<file path="config.mk">
export PLATFORM = sky130hd
export DESIGN_NAME = data_channel_control_regs
export DESIGN_NICKNAME = d
export VERILOG_FILES = /design/src/shared/dcc_regs_pkg.sv /design/src/data_channel_control_regs.sv
export VERILOG_INCLUDE_DIRS = /design/src /design/src/shared
export SDC_FILE = /design/constraint.sdc
export NUM_CORES = 1
export LEC_CHECK = 0
export ABC_AREA = 1
export BUFFER_PORTS_ARGS = -buffer_cell sky130_fd_sc_hd__buf_4
export CAP_MARGIN = 10
export CORE_AREA = 2 2 168 170
export DETAILED_ROUTE_END_ITERATION = 8
export DIE_AREA = 0 0 170 172
export MAX_ROUTING_LAYER = met4
export PLACE_DENSITY_LB_ADDON = 0.12
export SKIP_CTS_REPAIR_TIMING = 1
export SLEW_MARGIN = 25
export SYNTH_ARGS = -nofsm -noshare
export SYNTH_HDL_FRONTEND = slang
export SYNTH_SLANG_ARGS = --single-unit
</file>
<file path="constraint.sdc">
create_clock -name core_clk -period 3.9 [get_ports core_clk]
set_clock_uncertainty 0.15 [all_clocks]
set_input_delay 0.78 -clock core_clk [delete_from_list [all_inputs] [get_ports core_clk]]
set_output_delay 0.78 -clock core_clk [all_outputs]
set_load 0.02 [all_outputs]
</file>
<file path="src/shared/dcc_regs_consts.svh">
// Offsets, widths and reset values of the channel control register bank.
// Assumes byte offsets on an 8-bit register address, one 32-bit word per register.
`ifndef DCC_REGS_CONSTS_SVH
`define DCC_REGS_CONSTS_SVH
`define DCC_NUM_CHAN    14
`define DCC_ADDR_W      8
`define DCC_DATA_W      32
`define OFF_IRQ_EN      8'h98
`define OFF_RUN_EN      8'h9c
`define OFF_RST_CMD     8'ha0
`define OFF_OVR_WIPE    8'ha4
`define OFF_THRESH      8'ha8
`define OFF_DRAINED     8'hac
`define OFF_LOST        8'hb0
`define OFF_OVERRUN     8'hb4
`define OFF_RSVD0       8'hb8
`define OFF_RSVD1       8'hbc
`define OFF_RING_SEL    8'hc0
`define OFF_RING_VAL    8'hc4
`define OFF_ALGO_SEL    8'hd0
`define OFF_ALGO_VAL    8'hd4
`define OFF_RAW_SRC     8'hd8
`define OFF_DECIM       8'hdc
`define SEL_CHAN_HI     31
`define SEL_CHAN_LO     16
`define RST_WORD        32'h0000_0000
`define RST_CHAN        14'h0000
`endif

</file>
<file path="src/shared/dcc_regs_pkg.sv">
// Types shared by the channel control register bank and its users.
// Assumes dcc_regs_consts.svh is on the include path.
`include "dcc_regs_consts.svh"
package dcc_regs_pkg;
   // Kind of register write
   typedef enum logic [1:0] {
      ACC_WRITE = 2'h0,
      ACC_SET   = 2'h1,
      ACC_CLEAR = 2'h2
   } access_type;
   // One register request
   typedef struct packed {
      logic                    wr;
      logic                    rd;
      access_type              acc;
      logic [`DCC_ADDR_W-1:0]  addr;
      logic [`DCC_DATA_W-1:0]  wdata;
   } reg_req_type;
   // Status reported by the channel controllers
   typedef struct packed {
      logic [`DCC_NUM_CHAN-1:0] busy;
      logic [`DCC_NUM_CHAN-1:0] thresh;
      logic [`DCC_NUM_CHAN-1:0] drained;
      logic [`DCC_NUM_CHAN-1:0] lost;
      logic [`DCC_NUM_CHAN-1:0] overrun_evt;
   } chan_stat_type;
   // Whole state of the register bank
   typedef struct packed {
      logic [`DCC_DATA_W-1:0]   irq_en;
      logic [`DCC_NUM_CHAN-1:0] run_en;
      logic [`DCC_NUM_CHAN-1:0] run_req;
      logic [`DCC_NUM_CHAN-1:0] rst_pulse;
      logic [`DCC_NUM_CHAN-1:0] overrun;
      logic [`DCC_DATA_W-1:0]   ring_sel;
      logic [`DCC_DATA_W-1:0]   algo_sel;
      logic [`DCC_DATA_W-1:0]   raw_src;
      logic [`DCC_DATA_W-1:0]   decim;
      logic [`DCC_DATA_W-1:0]   param_wdata;
      logic                     ring_wr;
      logic                     algo_wr;
      logic [`DCC_DATA_W-1:0]   rdata;
      logic                     rvalid;
   } state_type;
endpackage

</file>
<file path="src/data_channel_control_regs.sv">
// Directly reached control and status registers of the data channel controllers.
// Assumes requests and channel status are synchronous to core_clk.
`timescale 1ns/1ns
`include "dcc_regs_consts.svh"

// Summary of operation
// RQ1: Reads zero-fill bits above register width
// RQ2: Plain writes keep only implemented bits
// RQ3: Set port ORs written word in
// RQ4: Clear port ANDs inverse of word
// RQ5: Fields are unsigned unless declared otherwise
// RQ6: Fractional fields fixed point, signed two's complement
// RQ7: Run enable bits 13-0, reset zero
// RQ8: Disable waits for ongoing transfer end
// RQ9: Reset command bits reset one channel
// RQ10: Reset command ignored while channel enabled
// RQ11: Interrupt enable register at 0x98
// RQ12: Threshold and drained status read-only
// RQ13: Lost-data and overrun flags read-only
// RQ14: Ring selector and value indirect access
// RQ15: Algorithm selector and value indirect access
// RQ16: Raw source and decimation registers read/write
// RQ17: Parameters accepted only while channel disabled
// RQ18: Enable reads one until really disabled
// RQ19: Overrun wipe bits clear overrun flags
// RQ20: Reserved offsets read zero, ignore writes
module data_channel_control_regs (
   // Clock, reset and enable
   input  wire logic                       core_clk,
   input  wire logic                       rst_n,
   input  wire logic                       ce,
   // Register port
   input  wire dcc_regs_pkg::reg_req_type  req,
   output logic [`DCC_DATA_W-1:0]          rdata,
   output logic                            rvalid,
   // Channel status
   input  wire dcc_regs_pkg::chan_stat_type stat,
   // Channel control
   output logic [`DCC_NUM_CHAN-1:0]        chan_en,
   output logic [`DCC_NUM_CHAN-1:0]        chan_reset,
   output logic [`DCC_DATA_W-1:0]          irq_en,
   // Indirect parameter access
   output logic [`DCC_DATA_W-1:0]          ring_sel,
   output logic [`DCC_DATA_W-1:0]          algo_sel,
   output logic [`DCC_DATA_W-1:0]          param_wdata,
   output logic                            ring_wr,
   output logic                            algo_wr,
   input  wire logic [`DCC_DATA_W-1:0]     ring_rdata,
   input  wire logic [`DCC_DATA_W-1:0]     algo_rdata,
   // Raw data path setup
   output logic [`DCC_DATA_W-1:0]          raw_src,
   output logic [`DCC_DATA_W-1:0]          decim
);
   import dcc_regs_pkg::*;

   ////////////////////////////////////////////////////////////////////////////
   // State and helpers
   state_type                    s_r;          // Registered state
   state_type                    s_nxt;        // Next state
   logic [`DCC_NUM_CHAN-1:0]     wbits;        // Write data at channel width
   logic [`SEL_CHAN_HI-`SEL_CHAN_LO:0] ring_ch; // Channel picked by ring selector
   logic [`SEL_CHAN_HI-`SEL_CHAN_LO:0] algo_ch; // Channel picked by algo selector
   logic                         ring_locked;  // Ring target channel is enabled
   logic                         algo_locked;  // Algo target channel is enabled
   logic                         wr_hit;       // Write taken this cycle
   logic                         rd_hit;       // Read taken this cycle

   // Applies write, set or clear to a 32-bit word
   function automatic logic [`DCC_DATA_W-1:0] apply32(
      input logic [`DCC_DATA_W-1:0] old,
      input logic [`DCC_DATA_W-1:0] wd,
      input access_type             acc);
      unique case (acc)
         ACC_SET:   apply32 = old | wd;    // see RQ3
         ACC_CLEAR: apply32 = old & ~wd;   // see RQ4
         default:   apply32 = wd;          // see RQ2 RQ5 RQ6
      endcase
   endfunction

   // Same at channel width; upper bits dropped
   function automatic logic [`DCC_NUM_CHAN-1:0] apply_ch(
      input logic [`DCC_NUM_CHAN-1:0] old,
      input logic [`DCC_NUM_CHAN-1:0] wd,
      input access_type               acc);
      unique case (acc)
         ACC_SET:   apply_ch = old | wd;   // see RQ3
         ACC_CLEAR: apply_ch = old & ~wd;  // see RQ4
         default:   apply_ch = wd;         // see RQ2
      endcase
   endfunction

   // Channel is enabled; out-of-range selector counts as free
   function automatic logic ch_locked(
      input logic [`SEL_CHAN_HI-`SEL_CHAN_LO:0] ch,
      input logic [`DCC_NUM_CHAN-1:0]           en);
      ch_locked = 1'b0;
      for (int i = 0; i < `DCC_NUM_CHAN; i++) begin
         if (ch == (`SEL_CHAN_HI-`SEL_CHAN_LO+1)'(i)) begin
            ch_locked = en[i];
         end
      end
   endfunction

   assign wbits       = req.wdata[`DCC_NUM_CHAN-1:0];
   assign ring_ch     = s_r.ring_sel[`SEL_CHAN_HI:`SEL_CHAN_LO];
   assign algo_ch     = s_r.algo_sel[`SEL_CHAN_HI:`SEL_CHAN_LO];
   assign ring_locked = ch_locked(ring_ch, s_r.run_en);
   assign algo_locked = ch_locked(algo_ch, s_r.run_en);
   assign wr_hit      = ce & req.wr;
   assign rd_hit      = ce & req.rd;

   ////////////////////////////////////////////////////////////////////////////
   // Next-state logic
   always_comb begin
      s_nxt           = s_r;
      s_nxt.rst_pulse = `RST_CHAN;      // Command lasts one cycle
      s_nxt.ring_wr   = 1'b0;
      s_nxt.algo_wr   = 1'b0;
      s_nxt.rvalid    = rd_hit;
      // Register writes; run request held apart from the live enable
      if (req.wr) begin
         unique case (req.addr)
            `OFF_IRQ_EN: begin
               s_nxt.irq_en = apply32(s_r.irq_en, req.wdata, req.acc);  // see RQ11
            end
            `OFF_RUN_EN: begin
               // Software request; the live enable follows below
               s_nxt.run_req = apply_ch(s_r.run_req, wbits, req.acc);  // see RQ7 RQ2
            end
            `OFF_RST_CMD: begin
               // Enabled channels ignore the command
               s_nxt.rst_pulse = apply_ch(`RST_CHAN, wbits, req.acc) & ~s_r.run_en; // see RQ9 RQ10
            end
            `OFF_OVR_WIPE: begin
               s_nxt.overrun = s_r.overrun & ~wbits;  // see RQ19
            end
            `OFF_RING_SEL: begin
               s_nxt.ring_sel = apply32(s_r.ring_sel, req.wdata, req.acc);  // see RQ14
            end
            `OFF_RING_VAL: begin
               s_nxt.param_wdata = req.wdata;
               s_nxt.ring_wr     = !ring_locked;     // see RQ14 RQ17
            end
            `OFF_ALGO_SEL: begin
               s_nxt.algo_sel = apply32(s_r.algo_sel, req.wdata, req.acc);  // see RQ15
            end
            `OFF_ALGO_VAL: begin
               s_nxt.param_wdata = req.wdata;
               s_nxt.algo_wr     = !algo_locked;     // see RQ15 RQ17
            end
            `OFF_RAW_SRC: begin
               s_nxt.raw_src = apply32(s_r.raw_src, req.wdata, req.acc);    // see RQ16
            end
            `OFF_DECIM: begin
               s_nxt.decim = apply32(s_r.decim, req.wdata, req.acc);        // see RQ16
            end
            default: begin
               // Reserved and unmapped offsets ignore writes
            end                                                             // see RQ20
         endcase
      end
      // New overrun events win over a wipe
      s_nxt.overrun = s_nxt.overrun | stat.overrun_evt;                     // see RQ19
      // Live enable: request, or still busy after a drop request
      s_nxt.run_en = s_nxt.run_req | (s_r.run_en & stat.busy);             // see RQ7 RQ8 RQ18
      // Read mux, zero-filled above register width
      unique case (req.addr)
         `OFF_IRQ_EN:   s_nxt.rdata = s_r.irq_en;
         `OFF_RUN_EN:   s_nxt.rdata = {18'h0, s_r.run_en};                  // see RQ1 RQ18
         `OFF_THRESH:   s_nxt.rdata = {18'h0, stat.thresh};                 // see RQ12
         `OFF_DRAINED:  s_nxt.rdata = {18'h0, stat.drained};                // see RQ12
         `OFF_LOST:     s_nxt.rdata = {18'h0, stat.lost};                   // see RQ13
         `OFF_OVERRUN:  s_nxt.rdata = {18'h0, s_r.overrun};                 // see RQ13
         `OFF_RING_SEL: s_nxt.rdata = s_r.ring_sel;
         `OFF_RING_VAL: s_nxt.rdata = ring_rdata;
         `OFF_ALGO_SEL: s_nxt.rdata = s_r.algo_sel;
         `OFF_ALGO_VAL: s_nxt.rdata = algo_rdata;
         `OFF_RAW_SRC:  s_nxt.rdata = s_r.raw_src;
         `OFF_DECIM:    s_nxt.rdata = s_r.decim;
         default:       s_nxt.rdata = `RST_WORD;                            // see RQ1 RQ20
      endcase
      if (!req.rd) begin
         s_nxt.rdata = s_r.rdata;       // Hold last answer
      end
   end

   ////////////////////////////////////////////////////////////////////////////
   // State register, frozen while ce is low and rst_n is high
   always_ff @(posedge core_clk) begin
      if (!rst_n) begin
         s_r <= '0;                     // see RQ7
      end else if (ce) begin
         s_r <= s_nxt;
      end
   end

   // Outputs straight from state
   assign rdata       = s_r.rdata;
   assign rvalid      = s_r.rvalid;
   assign chan_en     = s_r.run_en;
   assign chan_reset  = s_r.rst_pulse;
   assign irq_en      = s_r.irq_en;
   assign ring_sel    = s_r.ring_sel;
   assign algo_sel    = s_r.algo_sel;
   assign param_wdata = s_r.param_wdata;
   assign ring_wr     = s_r.ring_wr;
   assign algo_wr     = s_r.algo_wr;
   assign raw_src     = s_r.raw_src;
   assign decim       = s_r.decim;
endmodule

</file>
Word-level counts from Yosys, hierarchy flattened:

Index checks and enable logic that the tools add are counted.
Widths: inputs -> output; s select.

* register bits: 283
* input port bits: 181
* output and inout bits: 255
* word-level logic and storage cells: 138

* equal/unequal tests: 42
* muxes and demuxes: 49
* bitwise logic cells: 21
* reduce and logical (&&, ||, !) cells: 12

Operator list (number)
* $pmux 32 s12: 1
* $pmux 32 s2: 5
* $mux 204: 1
* $eq 16x4->1 const B: 12
* $and 32x32->32: 5
* $mux 32: 5
* $or 32x32->32: 5
* $eq 16x3->1 const B: 8
* $eq 8x8->1 const B: 14
* $mux 14: 6
* $eq 16x2->1 const B: 4
* $and 14x14->14: 4
* $or 14x14->14: 3
* $eq 16x1->1 const B: 2
* $logic_not 16->1: 2
* $not 32->32: 1
* $mux 1: 30
* $not 14->14: 2
* $pmux 14 s2: 1
* $reduce_and 3->1: 6
* $eq 2x1->1 const B: 1
* $eq 2x2->1 const B: 1
* $logic_not 1->1: 2
* $reduce_and 2->1: 1
* other kinds (2): 2

Depth between registers and ports, before layout:

Gate-level depths: netlist of run 1.

* depth after elaboration: 19
* mapped depth: 16
* depth with buffers taken out: 16

Least setup slack after synthesis of run 1:

Ideal clock, no wire load.

* path type: input port to flip-flop
* from: input port req[40] in the netlist's numbering
* to: register s_r (netlist bit chan_en[13])
* library setup time: 0.132 ns
* data arrival time: 2.086 ns
* required time: 3.618 ns
* path slack: 1.532 ns
* stages: 9
* buffers on the path: 1
* cells stage by stage: inv_1 > ha_1 > nor2_1 > clkbuf_1 > o21ai_0 > o21ai_1 > a31oi_1 > o21ai_0 > a21oi_1

* word-level cells in the longest chain between the ends: 5
* elaborated cells between the ends (all ways): 6
* those cells by class: eq/ne (2); mux (3); bitwise (1)

Ends and longest elaborated chain
* start, declared: line data_channel_control_regs.sv:33 `input wire dcc_regs_pkg::reg_req_type req,`
* $eq 2x2->1 or $eq 2x1->1 (tied branches): line data_channel_control_regs.sv:85 `unique case (acc)`
* $pmux 14 s2 *: line data_channel_control_regs.sv:85
* $mux 14 *: line data_channel_control_regs.sv:122 `unique case (req.addr)`
* $mux 204 *: line data_channel_control_regs.sv:121 `if (req.wr) begin`
* $or 14x14->14 *: line data_channel_control_regs.sv:165 `s_nxt.run_en = s_nxt.run_req | (s_r.run_en & stat.busy);`
* end signal, assigned: line data_channel_control_regs.sv:193 `s_r <= s_nxt;`
* end, declared: line data_channel_control_regs.sv:58 `state_type s_r;`

Every way passes the cells marked *; elsewhere a longest branch is shown, timed or not.
A chain may end at the register's enable or synchronous reset.

Worst setup path in the final report of run 1:

* from: input port req[32] in the netlist's numbering
* to: register s_r (netlist bit algo_sel[10])

* word-level cells in the longest chain between the ends: 2

Ends and longest elaborated chain (line)
* $eq 8x8->1: data_channel_control_regs.sv:122
* $reduce_and 3->1 (no line)

No other way between the ends.

==> results of run 1 <==
power groups by stage:
stage / logic [mW] / registers, mW / clock network, mW
floorplan: 0.226 / 2.97 / 0
CTS: 0.550 / 2.91 / 2.80
global placement: 0.547 / 2.98 / 0
finish: 0.565 / 2.91 / 2.80
global route: 0.583 / 2.91 / 2.92
detailed placement: 0.548 / 2.98 / 0
metrics by stage:
stage                     worst slack (ns)  instances  power (mW)  cell area [sq um]  hold slack (ns)
after floorplan                       1.53       1986        3.20              15000            0.291
after global placement               0.753       2417        3.52              16600            0.299
after detailed placement             0.690       2417        3.52              16600            0.303
after CTS                             1.27       2470        6.26              17500            0.313
after global routing                  1.07       2471        6.42              17500            0.331
final                                 1.20       2471        6.28              17500            0.316
metal layers:
layer | share of wire, % | GRT usage [%]
met2 | 46 | 67.9
met5 | 0 | -
met4 | 7.0 | 25.0
met1 | 37 | 49.1
met3 | 9.5 | 6.80
state kept, by name, summed over array words and instances, names as in the netlist:
signal,flops
chan_en,14
decim,32
chan_reset,14
rdata,32
ring_wr,1
s_r,28
rvalid,1
algo_wr,1
irq_en,32
param_wdata,32
ring_sel,32
algo_sel,32
raw_src,32
cells by family (layout without fill, tap and decap cells):
family	Yosys count	after routing
other cells	0	1
buf+inv	527	665
fa+ha+maj	2	2
compound gates	639	639
flops	283	283
simple gates	535	535
path summary, 6_finish.rpt:
kind,startpoint,to,depth (start not counted)
setup / recovery,req[32],algo_sel[10],11
hold reg to reg,rdata[25],rdata[25],2
setup reg to reg,algo_sel[29],algo_wr,14
hold / removal,rdata[25],rdata[25],2
cell type report:
| class | instances | area share [%] |
|---|---|---|
| flip-flops and latches | 283 | 32.4 |
| diodes | 1 | 0.0143 |
| multi-input cells | 1176 | 36.0 |
| inverters | 136 | 2.96 |
| clock inverters | 3 | 0.186 |
| repair buffers | 476 | 20.8 |
| well taps | 346 | 2.47 |
| clock buffers | 50 | 5.23 |
tightest hold or removal path: stages (launching register included):
cell and delay (ns):
dfxtp_1 0.31, nand2_1 0.06, a21oi_1 0.05
synthesized netlist by cell type, types with 3 or more instances:
master and count:
a211oi_1 99, a21oi_1 213, a221oi_1 115, a22oi_1 9
a31oi_1 15, buf_2 41, buf_4 257, clkbuf_1 90
dfxtp_1 283, inv_1 128, inv_2 8, nand2_1 359
nand2_2 3, nand3_1 65, nand3b_1 3, nand4_1 12
nor2_1 69, nor2_2 5, nor2_4 7, nor3_1 5
o2111ai_1 7, o211ai_1 5, o21ai_0 137, o21ai_1 19
o31ai_1 17
==> metrics.cfg, run 1 <==
[run_status]
status = finished clean

[sta]
relSlewSlack_pct = 42.1
period_minus_slack_ns = 2.70
finalCritPeriodShare_pct = 69.3
worst_pin_slew_ns = 0.868
setup_viol = 0
hold_viol_final = 0
rsz0062_at_grt = no
finalMaxSlewViolations = 0
max_freq_mhz = 370
finalSetupTns_ns = 0

[floorplan]
die_h_um = 172
die_x_um = 170
rows = 61
die_area_sq_um = 29200
ioPinCount = 436
core_sq_um = 27500
initial_core_util_pct = 54.4

[cells_and_area]
nFillCells = 2507
multi_input_area_sq_um = 6300
layout_common_cells = buf_4 (471), nand2_1 (359), dfxtp_1 (283), a21oi_1 (213), o21ai_0 (137)
seq_area_sq_um = 5670
syn_to_final_growth_pct = 17.1
postLayoutCoreUtil_pct = 63.7
final_common_cell = buf_4
drive_gt1_share_pct = 25.8
nNetsFinal = 2286

[synth]
synthCells = 1986
synth_top_area_cell = dfxtp_1
muxShareOfSynthArea_pct = 0
synth_area_per_cell_sq_um = 7.53
synth_area_leaders = dfxtp_1 (38%), buf_4 (13%), nand2_1 (9.0%)
netlist_area_sq_um = 15000
async_flop_share_pct = 0
yosysSeqAreaShare_pct = 37.9
synth_top_family_by_area = compound AO/OA/AOI/OAI gates
ys.flop_type = dfxtp_1
synth_xor_area_share_pct = 0
synth_edf_count = 0
yosys.area_share.simple_pct = 15.1
ys_types = 37
ys_seq_elements = 283
ys_warn_count = 0
synth-compound-area-share_pct = 26.8
synth_fp_nets = 2169
synthAdderAreaFrac_pct = 0.167
synth.top_cell.area_share_pct = 37.9

[grt]
antenna_found_initial = 1
grt-ovfl-total = 0
grt_usage_pct = 41.8
grt_pass1_wl_mm = 89.3
grt_max_degree = 130
grt_pass1_vias = 14200

[critical_path]
crit_top_cell = nand2_1
worstSetupPathType = input port to flop
crit_path_end_kind = flop
cp-start-kind = input port
r2r_slack_ns = 1.65
path_cells = buf_4 -> inv_1 -> nand2_1 -> nor2_2 -> nand2_2 -> nor2_4 -> inv_2 -> nor2_8 -> buf_12 -> nand2_1 -> a221oi_1
critical-path-max-stage-delay_ns = 0.40
crit_family = simple AND/OR/NAND/NOR gates
path_max_fanout = 42
critPathBufInv = 4
arrival_ns = 3.02
crit_slowest_cell = nor2_8
required_ns = 4.21

[clocking]
clockRootBuffer = clkbuf_16
cts_inserted_buffers = 30
clk_latency_ns = 0.58
htree_levels = 1
cts.clk_slew.worst_paths_ns = 0.06
cts_buffer_depth = 3
cts_sinks = 283
cts_tree = yes

[pwr]
p_int_mw = 4.67
p_per_area_nw_per_um2 = 359
clockPowerShare_pct = 44.6
peakVddDrop_v = 0.000346
pwr-share-seq_pct = 46.4
switching_share_pct = 25.6
netSwitchingPower_mw = 1.61
leakage_nw = 6.94
p_comb_share_pct = 9.0

[placed_design]
hpwl_mm = 45.7
io_buffers = 435
gp_congestion = 1.03

[routing]
ant_nets = 0
dr.first_iter.drc_count = 1790
vias = 15500
drc = 0
first_pass_iters = 8
wl_per_cell_um = 25.1
drt-total-wl_mm = 62.1
viasPerCell = 6.28

[flow_run]
drv_cap = 0

[min_path]
hp-class = flop to flop

(Power assumes the default switching activity.)
==> run 2: changes to the inputs <==
- CORE_AREA: 2 2 168 170 -> unset
- CORE_UTILIZATION: unset -> 53
- DIE_AREA: 0 0 170 172 -> unset
- clock period: 3.9 -> 2.8 ns (I/O delays scaled with it)
==> run 2 against run 1 <==
Net effect: register-to-register slack worse by 1.1 ns; global-route usage is 1.2 points higher; critical path depth is 3 higher; flip-flop and latch count stayed put; die area is 1.2% lower; clock-buffer cell count is 9 lower; sequential power is 40% higher; via count is 1.5% higher; worst setup slack worse by 0.67 ns; hold slack worse by 0.20 ns; sequential share of layout area is 0.90 points lower; clock power is 42% higher.
==> metrics.cfg, run 2 (synthesis gave the netlist of run 1 again) <==
[run_status]
status = finished clean

[routing]
viasPerCell = 6.19
wl_per_cell_um = 24.6
drt-total-wl_mm = 62.5
dr.first_iter.drc_count = 1809
first_pass_iters = 7
drc = 0
vias = 15700
ant_nets = 0

[floorplan]
ioPinCount = 436
core_sq_um = 27800
die_area_sq_um = 28900
die_x_um = 170
initial_core_util_pct = 53.8
die_h_um = 170
rows = 61

[cells_and_area]
postLayoutCoreUtil_pct = 64.8
nFillCells = 2540
syn_to_final_growth_pct = 20.4
drive_gt1_share_pct = 27.5
diodes = 0
layout_common_cells = buf_4 (504), nand2_1 (359), dfxtp_1 (283), a21oi_1 (213), o21ai_0 (137)
nNetsFinal = 2329
final_common_cell = buf_4

[sta]
worst_pin_slew_ns = 0.673
hold_viol_final = 0
relSlewSlack_pct = 54.8
period_minus_slack_ns = 2.27
fin_ws_ns = 0.529
finalMaxSlewViolations = 0
setup_viol = 0
rsz0062_at_grt = no
finalSetupTns_ns = 0
finalCritPeriodShare_pct = 81.1
max_freq_mhz = 440

[clocking]
cts.clk_slew.worst_paths_ns = 0.06
cts_inserted_buffers = 30
clk_latency_ns = 0.57
htree_levels = 1
clockRootBuffer = clkbuf_16
cts_buffer_depth = 3
cts_sinks = 283
cts_tree = yes

[placed_design]
hpwl_mm = 46.0
place_ws_ns = 0.119
io_buffers = 435
gp_congestion = 1.01

[critical_path]
rr_startpoint = algo_sel[29]
cp-start-kind = flop
r2r_end = algo_wr
crit_end = algo_wr
worstSetupPathType = flop to flop
required_ns = 3.09
crit_path_end_kind = flop
critical_path.startpoint = algo_sel[29]
ff2ff_path_depth = 14
arrival_ns = 2.56
path_max_fanout = 4
r2r_slack_ns = 0.53

[pwr]
p_per_area_nw_per_um2 = 493
leakage_nw = 7.20
peakVddDrop_v = 0.000471

[grt]
grt_pass1_wl_mm = 90.8
met3_usage_pct = 6.63
grt_busiest_layer = met2
antenna_found_initial = 0
met1_usage_pct = 53.7
grt_pass1_vias = 14300
grtUsageMet2_pct = 68.4
grt_usage_pct = 43.1
grt-ovfl-total = 0
grt_max_degree = 81

[min_path]
hp-class = input port to flop

[flow_run]
drv_cap = 0

[run 2: cell type report]
class	count	area, sq um	share of cell area, %
inverter	136	518	2.88
sequential	283	5670	31.5
timing repair buffer	519	4080	22.7
clock inverter	11	123	0.681
clock buffer	41	842	4.68
tap	378	473	2.63
multi-input combinational	1176	6300	35.0
[run 2: through the flow]
stage          power (mW)  std cells  hold WS, ns  instance area (sq um)
3_5_place_dp         4.95       2492        0.304                  17000
5_1_grt              9.06       2544        0.114                  18000
4_1_cts              8.81       2544        0.104                  18000
6_report             8.88       2544        0.112                  18000
2_1_floorplan        4.46       1986        0.291                  15000
3_3_place_gp         4.94       2492        0.298                  17000
[run 2: power by group]
part	internal [mW]	leakage (nW)	switching (mW)
sequential	4.04	2.28	0.0141
clock	2.28	0.476	1.71
combinational	0.288	4.44	0.547
[run 2: critical path, cell delays in order (launching register included)]
cell and delay [ns]:
dfxtp_1 0.33, inv_1 0.10, nand2_1 0.06, nor3_1 0.49
nand3_1 0.20, nor2_1 0.25, o21ai_0 0.13, nand2_1 0.08
nand2_1 0.05, nand2_1 0.05, nand2_1 0.04, nand2_1 0.05
nand2_1 0.04, nand2_1 0.06, a21oi_1 0.06
[run 2: per-layer routing]
metal | wire [um] | share of wire, %
met2 | 29000 | 46
met1 | 24000 | 38
met4 | 3210 | 5.1
met3 | 6290 | 10
met5 | 0 | 0
[run 2: how the worst min path moves through the flow]
stage                               start              end  depth (start not counted)  slack [ns]
after floorplan           param_wdata[12]  param_wdata[12]                          2        0.29
after global placement           s_r[232]         s_r[232]                          2        0.30
after detailed placement         s_r[235]         s_r[235]                          2        0.30
after CTS                         stat[7]         s_r[202]                          3        0.10
after global routing              stat[7]         s_r[202]                          3        0.11
final                             stat[6]         s_r[201]                          3        0.11
